**src/design/uif_pkg.sv**
```systemverilog
// package: register map, field layout and reset values for the interrupt/level block
package uif_pkg;
  localparam logic [11:0] CTL_OFS   = 12'h030;
  localparam logic [11:0] IFLS_OFS  = 12'h034;
  localparam logic [11:0] IM_OFS    = 12'h038;
  localparam logic [11:0] RIS_OFS   = 12'h03c;
  localparam logic [11:0] MIS_OFS   = 12'h040;
  localparam logic [11:0] ICR_OFS   = 12'h044;
  localparam int          SRC_LO    = 4;
  localparam int          SRC_HI    = 10;
  localparam int          NSRC      = 7;
  localparam int          RXSEL_LO  = 3;
  localparam int          TXSEL_LO  = 0;
  localparam int          SEL_W     = 3;
  localparam logic [2:0]  SEL_RST   = 3'h2;
  localparam logic [3:0]  RIS_LOW   = 4'hf;
  localparam int          FIFO_DEPTH = 16;
  localparam int          CNT_W     = 5;
  localparam int          IDX_OE    = 6;
  localparam int          IDX_BE    = 5;
  localparam int          IDX_PE    = 4;
  localparam int          IDX_FE    = 3;
  localparam int          IDX_RT    = 2;
  localparam int          IDX_TX    = 1;
  localparam int          IDX_RX    = 0;
  // error and time-out events, one pulse each
  typedef struct packed {
    logic overrun;
    logic breakErr;
    logic parityErr;
    logic framingErr;
    logic rxTimeout;
  } uif_events_type;
  typedef enum logic [1:0] {
    RUN_IDLE  = 2'b00,
    RUN_ON    = 2'b01,
    RUN_DRAIN = 2'b11
  } uif_run_type;
endpackage

```
**src/design/uif_interrupt_level.sv**
```systemverilog
// top: control, trigger level select, mask, raw/masked status, clear and interrupt output
`timescale 1ns/100ps
module uif_interrupt_level
  import uif_pkg::*;
(
  input  wire logic             clock,
  input  wire logic             rst_n,
  input  wire logic             clkEn,
  input  wire logic [11:0]      regAddr,
  input  wire logic [31:0]      regWdata,
  input  wire logic             regWrite,
  input  wire logic             regRead,
  output logic      [31:0]      regRdata,
  input  wire uif_events_type   lineEvents,
  input  wire logic [CNT_W-1:0] rxFillCount,
  input  wire logic [CNT_W-1:0] txFillCount,
  input  wire logic             charBusy,
  output logic                  portActive,
  output logic                  irq
);
  logic [SEL_W-1:0] rxSel_reg;
  logic [SEL_W-1:0] txSel_reg;
  logic [NSRC-1:0]  mask_reg;
  logic [NSRC-1:0]  raw_reg;
  logic [NSRC-1:0]  raw_next;
  logic [NSRC-1:0]  masked;
  logic [NSRC-1:0]  srcEvent;
  logic [NSRC-1:0]  clearBits;
  logic             enable_reg;
  logic             irq_reg;
  logic             portActive_reg;
  logic [31:0]      rdata_reg;
  logic [31:0]      rdataNext;
  uif_run_type      run_reg;
  uif_run_type      run_next;
  logic             rxCross;
  logic             txCross;
  logic             wrCtl;
  logic             wrIfls;
  logic             wrIm;
  logic             wrIcr;
  logic             selCtl;
  logic             selIfls;
  logic             selIm;
  logic             selRis;
  logic             selMis;

  // fill-level crossing detectors
  uif_level_edge #(.IS_RX(1'b1)) rxEdge (
    .clock      (clock),
    .rst_n      (rst_n),
    .clkEn      (clkEn),
    .triggerSel (rxSel_reg),
    .fillCount  (rxFillCount),
    .crossPulse (rxCross)
  );
  uif_level_edge #(.IS_RX(1'b0)) txEdge (
    .clock      (clock),
    .rst_n      (rst_n),
    .clkEn      (clkEn),
    .triggerSel (txSel_reg),
    .fillCount  (txFillCount),
    .crossPulse (txCross)
  );

  // address decode
  assign selCtl  = (regAddr == CTL_OFS);
  assign selIfls = (regAddr == IFLS_OFS);
  assign selIm   = (regAddr == IM_OFS);
  assign selRis  = (regAddr == RIS_OFS);
  assign selMis  = (regAddr == MIS_OFS);
  assign wrCtl   = regWrite && selCtl;
  assign wrIfls  = regWrite && selIfls;
  assign wrIm    = regWrite && selIm;
  assign wrIcr   = regWrite && (regAddr == ICR_OFS);
  // status and mask writes to RIS/MIS fall through with no decode: ignored

  // event vector in the shared layout order
  assign srcEvent[IDX_OE] = lineEvents.overrun;
  assign srcEvent[IDX_BE] = lineEvents.breakErr;
  assign srcEvent[IDX_PE] = lineEvents.parityErr;
  assign srcEvent[IDX_FE] = lineEvents.framingErr;
  assign srcEvent[IDX_RT] = lineEvents.rxTimeout;
  assign srcEvent[IDX_TX] = txCross;
  assign srcEvent[IDX_RX] = rxCross;

  assign clearBits = wrIcr ? regWdata[SRC_HI:SRC_LO] : '0;

  // per-source sticky flag; a same-cycle event beats the clear
  genvar g;
  generate
    for (g = 0; g < NSRC; g++) begin : gSrc
      assign raw_next[g] = srcEvent[g] | (raw_reg[g] & ~clearBits[g]);
      assign masked[g]   = raw_reg[g] & mask_reg[g];
    end
  endgenerate

  // graceful stop: drain the current character before going idle
  always_comb begin
    run_next = run_reg;
    case (run_reg)
      RUN_IDLE:  if (enable_reg) run_next = RUN_ON;
      RUN_ON:    if (!enable_reg) run_next = charBusy ? RUN_DRAIN : RUN_IDLE;
      RUN_DRAIN: if (enable_reg) run_next = RUN_ON;
                 else if (!charBusy) run_next = RUN_IDLE;
      default:   run_next = RUN_IDLE;
    endcase
  end

  // read mux; unmapped addresses read zero
  always_comb begin
    rdataNext = 32'h0;
    if (selCtl) begin
      rdataNext[0] = enable_reg;
    end else if (selIfls) begin
      rdataNext[RXSEL_LO +: SEL_W] = rxSel_reg;
      rdataNext[TXSEL_LO +: SEL_W] = txSel_reg;
    end else if (selIm) begin
      rdataNext[SRC_HI:SRC_LO] = mask_reg;
    end else if (selRis) begin
      rdataNext[SRC_HI:SRC_LO] = raw_reg;
      rdataNext[3:0]           = RIS_LOW;
    end else if (selMis) begin
      rdataNext[SRC_HI:SRC_LO] = masked;
    end
  end

  // configuration registers
  always_ff @(posedge clock) begin
    if (!rst_n) begin
      enable_reg <= 1'b0;
      rxSel_reg  <= SEL_RST;
      txSel_reg  <= SEL_RST;
      mask_reg   <= '0;
    end else if (clkEn) begin
      if (wrCtl) enable_reg <= regWdata[0];
      if (wrIfls) begin
        rxSel_reg <= regWdata[RXSEL_LO +: SEL_W];
        txSel_reg <= regWdata[TXSEL_LO +: SEL_W];
      end
      if (wrIm) mask_reg <= regWdata[SRC_HI:SRC_LO];
    end
  end

  // status, run state and registered outputs
  always_ff @(posedge clock) begin
    if (!rst_n) begin
      raw_reg        <= '0;
      run_reg        <= RUN_IDLE;
      portActive_reg <= 1'b0;
      irq_reg        <= 1'b0;
      rdata_reg      <= 32'h0;
    end else if (clkEn) begin
      raw_reg        <= raw_next;
      run_reg        <= run_next;
      portActive_reg <= (run_next != RUN_IDLE);
      irq_reg   <= |(raw_next & mask_reg);
      rdata_reg <= regRead ? rdataNext : 32'h0;
    end
  end

  assign regRdata   = rdata_reg;
  assign irq        = irq_reg;
  assign portActive = portActive_reg; // own flop, tracks run_reg so no decode glitch reaches the pin
endmodule // uif_interrupt_level

```
**src/design/uif_level_edge.sv**
```systemverilog
// crossing detector for one fifo fill level against its trigger
`timescale 1ns/100ps
module uif_level_edge
  import uif_pkg::*;
#(
  parameter bit IS_RX = 1'b1
) (
  input  wire logic             clock,
  input  wire logic             rst_n,
  input  wire logic             clkEn,
  input  wire logic [SEL_W-1:0] triggerSel,
  input  wire logic [CNT_W-1:0] fillCount,
  output logic                  crossPulse
);
  logic [CNT_W-1:0] threshold;
  logic             beyond;
  logic             beyond_reg;
  logic             valid;

  // eighths of depth; reserved codes never trigger
  assign valid     = (triggerSel <= 3'h4);
  assign threshold = (triggerSel == 3'h0) ? CNT_W'(FIFO_DEPTH / 8) :
                     (triggerSel == 3'h1) ? CNT_W'(FIFO_DEPTH / 4) :
                     (triggerSel == 3'h2) ? CNT_W'(FIFO_DEPTH / 2) :
                     (triggerSel == 3'h3) ? CNT_W'(FIFO_DEPTH * 3 / 4) :
                                            CNT_W'(FIFO_DEPTH * 7 / 8);
  // rx: at least the level; tx: at most the level
  assign beyond = valid && (IS_RX ? (fillCount >= threshold) : (fillCount <= threshold));

  // remember last comparison so only the transition fires
  always_ff @(posedge clock) begin
    if (!rst_n) begin
      beyond_reg <= 1'b0;
    end else if (clkEn) begin
      beyond_reg <= beyond;
    end
  end

  assign crossPulse = beyond && !beyond_reg;
endmodule // uif_level_edge

```
**config.mk**
```make
export PLATFORM = sky130hd
export DESIGN_NAME = uif_interrupt_level
export DESIGN_NICKNAME = d
export VERILOG_FILES = /design/src/design/uif_pkg.sv /design/src/design/uif_interrupt_level.sv /design/src/design/uif_level_edge.sv
export SDC_FILE = /design/constraint.sdc
export NUM_CORES = 1
export LEC_CHECK = 0
export ABC_CLOCK_PERIOD_IN_PS = 3300
export BUFFER_PORTS_ARGS = -buffer_cell sky130_fd_sc_hd__buf_2
export CAP_MARGIN = 5
export CORE_MARGIN = 4
export CORE_UTILIZATION = 35
export DETAILED_ROUTE_END_ITERATION = 8
export PLACE_DENSITY = 0.67
export SYNTH_ARGS = -nofsm -noshare
export SYNTH_HDL_FRONTEND = slang
export SYNTH_SLANG_ARGS = --single-unit
```
**constraint.sdc**
```tcl
create_clock -name clock -period 3.3 [get_ports clock]
set_input_delay 0.33 -clock clock [delete_from_list [all_inputs] [get_ports clock]]
set_output_delay 0.33 -clock clock [all_outputs]
set_load 0.01 [all_outputs]
```
# Word level (Yosys, flattened, before mapping)
# Cells that the tools add are included.
word_totals:
  register_bits: 59
  in_bits: 65
  out_inout_bits: 34
  elab_cells: 101
op_classes:
  order_cmp: 4
  n_eq_ne: 14
  muxes: 25
  bitwise: 29
  n_reduce_logical: 18
op_table:
  columns: ["op", "count"]
  rows:
  - ["$eq A12 B6 Y1 const B", 4]
  - ["$mux W5", 7]
  - ["$mux W7", 4]
  - ["$eq A12 B7 Y1 const B", 2]
  - ["$and A1 B1 Y1", 14]
  - ["$mux W2", 7]
  - ["$eq A3 B2 Y1 const B", 4]
  - ["$mux W11", 1]
  - ["$mux W10", 1]
  - ["$logic_and A1 B1 Y1", 8]
  - ["$mux W4", 2]
  - ["$and A7 B7 Y7", 1]
  - ["$not A1 Y1", 7]
  - ["$or A1 B1 Y1", 7]
  - ["$reduce_or A7 Y1", 1]
  - ["$eq A3 B1 Y1 const B", 2]
  - ["$le A3 B3 Y1 const B", 2]
  - ["$logic_not A3 Y1", 2]
  - ["$mux W6", 1]
  - ["$pmux W2 S3", 1]
  - ["$reduce_and A2 Y1", 3]
  - ["$ge A5 B5 Y1", 1]
  - ["$le A5 B5 Y1", 1]
  - ["$eq A2 B1 Y1 const B", 1]
  - ["other kinds (5)", 6]

# Logic depth before layout (Yosys ltp)
logic_depth:
  word_depth: 11
  depth_mapped: 9
  depth_no_buf: 8

# Hierarchy
# A second synthesis with hierarchy kept.
unflattened:
  cells_unflattened: 272
  area_unflattened_um2: 2327.2
by_module_without_submodules:
  columns: ["mod", "instances", "cells_per_inst", "area_per_inst_um2", "seq_area_each_um2"]
  rows:
  - ["uif_interrupt_level", 1, 234, 2001.9, 720.7]
  - ["uif_level_edge (rxEdge)", 1, 19, 166.4, 20.0]
  - ["uif_level_edge (txEdge)", 1, 19, 158.9, 20.0]

# Least setup slack after synthesis
# No wires, ideal clock.
synth_timing:
  path_type: "register to register"
  start: "register txSel_reg[2]"
  end: "register irq_reg (netlist: irq)"
  setup_ns: 0.074
  arrival_ns: 1.797
  t_required_ns: 3.226
  slack_ns: 1.429
  path_stages_with_launch: 9
  n_path_buf: 0
  period_less_slack_ns: 1.871
  path_cell_list: "dfxtp_1 nor2_1 ha_1 nor2b_1 o21a_1 o21ai_0 nand3b_1 or3b_2 a31oi_1"
synth_between:
  elab_chain_len: 11
  elab_cells_between_ends: 15
  classes_between: "2 x order compare; 3 x eq/ne; 4 x mux; 2 x bitwise; 4 x reduce/logical"
synth_rtl:
  columns: ["element", "line_no", "rtl"]
  rows:
  - ["start, declared", "uif_interrupt_level.sv:22", "logic [SEL_W-1:0] txSel_reg;"]
  - ["start signal, assigned", "uif_interrupt_level.sv:139", "txSel_reg <= regWdata[TXSEL_LO +: SEL_W];"]
  - ["$eq A3 B2 Y1", "uif_level_edge.sv:25", "(triggerSel == 3'h3) ? CNT_W'(FIFO_DEPTH * 3 / 4) :"]
  - ["$mux W2", "uif_level_edge.sv:25", null]
  - ["$mux W5", "uif_level_edge.sv:24", "(triggerSel == 3'h2) ? CNT_W'(FIFO_DEPTH / 2) :"]
  - ["$mux W5", "uif_level_edge.sv:23", "(triggerSel == 3'h1) ? CNT_W'(FIFO_DEPTH / 4) :"]
  - ["$mux W5", "uif_level_edge.sv:22", "assign threshold = (triggerSel == 3'h0) ? CNT_W'(FIFO_DEPTH / 8) :"]
  - ["$le A5 B5 Y1", "uif_level_edge.sv:28", "assign beyond = valid && (IS_RX ? (fillCount >= threshold) : (fillCount <= threshold));"]
  - ["$logic_and A1 B1 Y1 *", "uif_level_edge.sv:28", null]
  - ["$logic_and A1 B1 Y1 *", "uif_level_edge.sv:39", "assign crossPulse = beyond && !beyond_reg;"]
  - ["$or A1 B1 Y1 *", "uif_interrupt_level.sv:93", "assign raw_next[g] = srcEvent[g] | (raw_reg[g] & ~clearBits[g]);"]
  - ["$and A7 B7 Y7 *", "uif_interrupt_level.sv:157", "irq_reg <= |(raw_next & mask_reg);"]
  - ["$reduce_or A7 Y1 *", "uif_interrupt_level.sv:157", null]
  - ["end signal, assigned", "uif_interrupt_level.sv:157", null]
  - ["end, declared", "uif_interrupt_level.sv:30", "logic irq_reg;"]
# Mark *: on every way between the ends. The rest lies on a longest branch, timed or not.
# A chain may end at the register's enable or synchronous reset.

# Final worst setup path
# Same ends and word-level chain as after synthesis.

==> metrics list <==
- The run finished with clean final reports.
- The repair_antennas step left the layout with diodes totalling 0.
- Drt first pass iters: 4
- VDD sags by at most 0.000130 V.
* Syn Area/Cell: 8.41 um^2
- After layout, the worst setup slack is 1.18 ns.
* Area of the core region: 0.00606 mm^2
* Delay of the slowest critical-path stage: 0.50 ns
- In this run the worst path has a maximum fanout of 6.
- In this run the post-CTS setup repair buffer count came out at 0.
- I/O Pins: 99
* Hold endpoint: txSel_reg[1]$_SDFFE_PN1P_
- At the pin with the least slew margin, the transition time is 0.679 ns.
* Clock input transition at the sequential cells of the worst setup and hold paths: 0.07 ns
* Number of max-cap violations: 0
* Fmax: 472 MHz
- Setup repair after global routing left no endpoint under its margin.
- Critical Path AT: 2.33 ns
* Final slew viol count: 0
- Clock latency on the worst-skew pair, taken at its later pin, is 0.29 ns.
- Broken down by cell family, the worst path's largest delay share belongs to simple AND/OR/NAND/NOR gates.
- The first global-routing pass estimated 8420 um of wire.
- Counting instances, the worst hold path has a depth of 3.
- After legalization and detailed placement, the total HPWL measured 4130 um.
- Clock tree synthesis selected as its root buffer the cell clkbuf_8.
- Number of library cell types mapped by synthesis: 47
- Critical register-to-register path endpoint: irq$_SDFFE_PN0P_
- Headroom to the max-slew limit came out at 0.544.
* Routed via count: 1991
- Of the synthesized area, sequential elements account for 0.340.
* Reg2reg setup slack: 1.18 ns
- Number of endpoints failing setup at the final stage: 0
- At the placement stage, the worst setup path has a slack of 1.17 ns.
- The critical path goes through nor2_1 > ha_1 > nor2b_1 > o21a_1 > o21ai_0 > nand3b_1 > or3b_2 > a31oi_1.
- After synthesis the netlist holds a flip-flop and latch count of 38.
* Ratio of final minimum period to clock period: 0.643
- The via count of the first global-routing pass came to 1863.
- CP Launch Type: flop
- In this run the tool buffered the top-level ports with 56 buffer cells.
- For the final routed database, the setup TNS stands at 0 ns.
- Synthesis produced a netlist whose cell count is 266.
- The worst setup path is captured at a flop.
- Post-detailed-route wirelength per cell: 13.3 um
- Ratio of total power to cell area: 341 mW/mm^2
* Fraction of final layout cells with drive strength greater than 1: 0.223
- The hold violation count in the final report came to 0.
- Relative to the synthesized area, the layout overhead comes to 14.2%.
- Highest-count cells in the layout ignoring fill and taps: buf_2 (56), dfxtp_1 (38), nand2_1 (32)
* Combined buffer and inverter count along the critical path: 0
- CTS resizes: 0
* Worst Hold Class: input port to flop
* Flip-flop count of the largest register after layout: 11
- Counting the buffers created by CTS gives 5.
* CTS tree: built
- Yosys printed 0 warnings.
- The floorplan step defined a die boundary enclosing 0.00774 mm^2.
- The slowest stage of the critical path is the or3b_2 cell.
- Fin cells: 393
- Vias/cell: 5.07
- The worst hold path begins at regWdata[1].
- Area of the mapped netlist: 0.00224 mm^2
* Number of clock sinks: 38
- Most frequent standard cell in the layout excluding fill and tap cells: buf_2
- In this run the vertical extent of the chip is 88.0 um.
* Number of antenna violations at the first check in global routing: 0
- For the worst setup path, the data required time is 3.51 ns.
- Minimum hold slack: 0.275 ns
* Violation count after the first detailed-routing iteration: 117
- DIE WIDTH: 88.0 um
- At the end of routability-driven placement, the weighted congestion stood at 0.797.
- The H-tree was split into 2 levels.
- The initial utilization of the core area, before any placement, comes to 0.369.
- Number of rows created at floorplan: 28
* Routed WL: 5240 um
- Counting tap cells, the placed design contains a total of 386 instances.
* Fin crit period: 2.12 ns
- In this run the static leakage power is 1.01 nW.
- The startpoint identified for the worst register-to-register timing path is txSel_reg[2]$_SDFFE_PN0P_.
* Maximum number of pins on one net before global-route repair: 33
- Leftover overflow at the end of global routing: 0
* Skew final: 0.00576 ns
* Aggregate global-route resource usage: 0.138
- After clock tree synthesis, the flow added hold-fix buffers numbering 0.
* Number of nets still failing antenna checks after routing: 0
- The worst register-to-register path has a depth of 8.
- For this run, the post-layout net count is 389.
* DRC: 0
- The worst setup path is of the flop to flop kind.
* Max Buffers Root-to-Sink: 2
==> Yosys cell counts, drive strengths merged <==
| cell | n | area, um^2 |
|---|---|---|
| and3b | 1 | 8.76 |
| dlygate4sd1 | 1 | 8.76 |
| o31ai | 2 | 15.0 |
| o21bai | 2 | 15.0 |
| a21oi | 5 | 25.0 |
| nor4bb | 2 | 20.0 |
| clkbuf | 5 | 18.8 |
| a22oi | 11 | 82.6 |
| nand4 | 3 | 33.8 |
| o211ai | 1 | 7.51 |
| and4 | 3 | 27.5 |
| nand3b | 2 | 15.0 |
| buf | 25 | 183 |
| a211oi | 2 | 15.0 |
| o221ai | 1 | 8.76 |
| mux2i | 14 | 140 |
| conb | 1 | 3.75 |
| nor2b | 22 | 138 |
| a31oi | 7 | 43.8 |
| o21ai | 27 | 135 |
| nor4b | 1 | 8.76 |
| nand3 | 4 | 20.0 |
| nor4 | 3 | 33.8 |
| or3b | 1 | 8.76 |
| ha | 6 | 75.1 |
| nand2 | 32 | 120 |
| and3 | 1 | 6.26 |
| dfxtp | 38 | 761 |
| and2 | 3 | 18.8 |
| o21a | 3 | 22.5 |
| nand2b | 1 | 6.26 |
| inv | 8 | 30.0 |
| a21boi | 8 | 60.1 |
| nor3 | 4 | 36.3 |
| nand4b | 2 | 17.5 |
| nor2 | 13 | 58.8 |
| a22o | 1 | 8.76 |
==> worst reg2reg max path: cells and delay by family, from the launching register on <==
family	cells	cell delay (ns)
DFF	1	0.41
AOI/OAI and AO/OA	3	0.47
and+or+nand+nor	4	0.88
adders and majority gates	1	0.28
==> stage by stage <==
| stage | total power, mW | instance area (um^2) | utilization |
|---|---|---|---|
| finish | 0.871 | 2550 | 0.422 |
| global route | 0.916 | 2550 | 0.422 |
| CTS | 0.886 | 2550 | 0.422 |
| detailed placement | 0.586 | 2480 | 0.409 |
| global placement | 0.583 | 2480 | 0.409 |
| floorplan | 0.559 | 2310 | - |
==> report_power, final <==
part / total [mW] / internal, mW / switching (mW) / leakage [nW]
clock network: 0.295 / 0.142 / 0.153 / 0.0438
logic: 0.103 / 0.0414 / 0.0614 / 0.656
registers: 0.473 / 0.467 / 0.00676 / 0.308
==> cell families after synthesis <==
logic type                 after synthesis  synth area share
DFF                                     38             0.340
muxes                                   14            0.0626
adders and majority gates                6            0.0336
buffers and inverters                   39             0.107
and+or+nand+nor                         98             0.258
AOI/OAI and AO/OA                       70             0.196
other                                    1           0.00168
==> metal layers <==
layer | global-route usage | vias to the layer above | part of all wire | wire length (um)
li1 | - | 1002 | - | -
met5 | 0 | - | 0 | 0
met2 | 0.228 | 66 | 0.45 | 2380
met4 | 0.0432 | 0 | 0.015 | 78
met1 | 0.174 | 914 | 0.43 | 2280
met3 | 0.0405 | 9 | 0.095 | 499
==> worst max path at each step <==
| stage | endpoint | depth (start not counted) | slack (ns) | start |
|---|---|---|---|---|
| after detailed placement | irq$_SDFFE_PN0P_ | 7 | 1.17 | regAddr[2] |
| after global placement | irq$_SDFFE_PN0P_ | 7 | 1.16 | regAddr[2] |
| after global routing | irq$_SDFFE_PN0P_ | 8 | 1.02 | txSel_reg[2]$_SDFFE_PN0P_ |
| final | irq$_SDFFE_PN0P_ | 8 | 1.18 | txSel_reg[2]$_SDFFE_PN0P_ |
| after CTS | irq$_SDFFE_PN0P_ | 8 | 1.18 | txSel_reg[2]$_SDFFE_PN0P_ |
| after floorplan | irq$_SDFFE_PN0P_ | 8 | 1.43 | txSel_reg[2]$_SDFFE_PN0P_ |
==> final cells by class <==
| cell class | instances | area, um^2 |
|---|---|---|
| tap | 75 | 93.8 |
| clock inverter | 2 | 10.0 |
| inverter | 8 | 30.0 |
| timing repair buffer | 56 | 280 |
| multi-input combinational | 209 | 1310 |
| fill | 620 | 3510 |
| sequential | 38 | 761 |
| clock buffer | 5 | 68.8 |
Note: power is estimated with default switching activity, not from simulation.
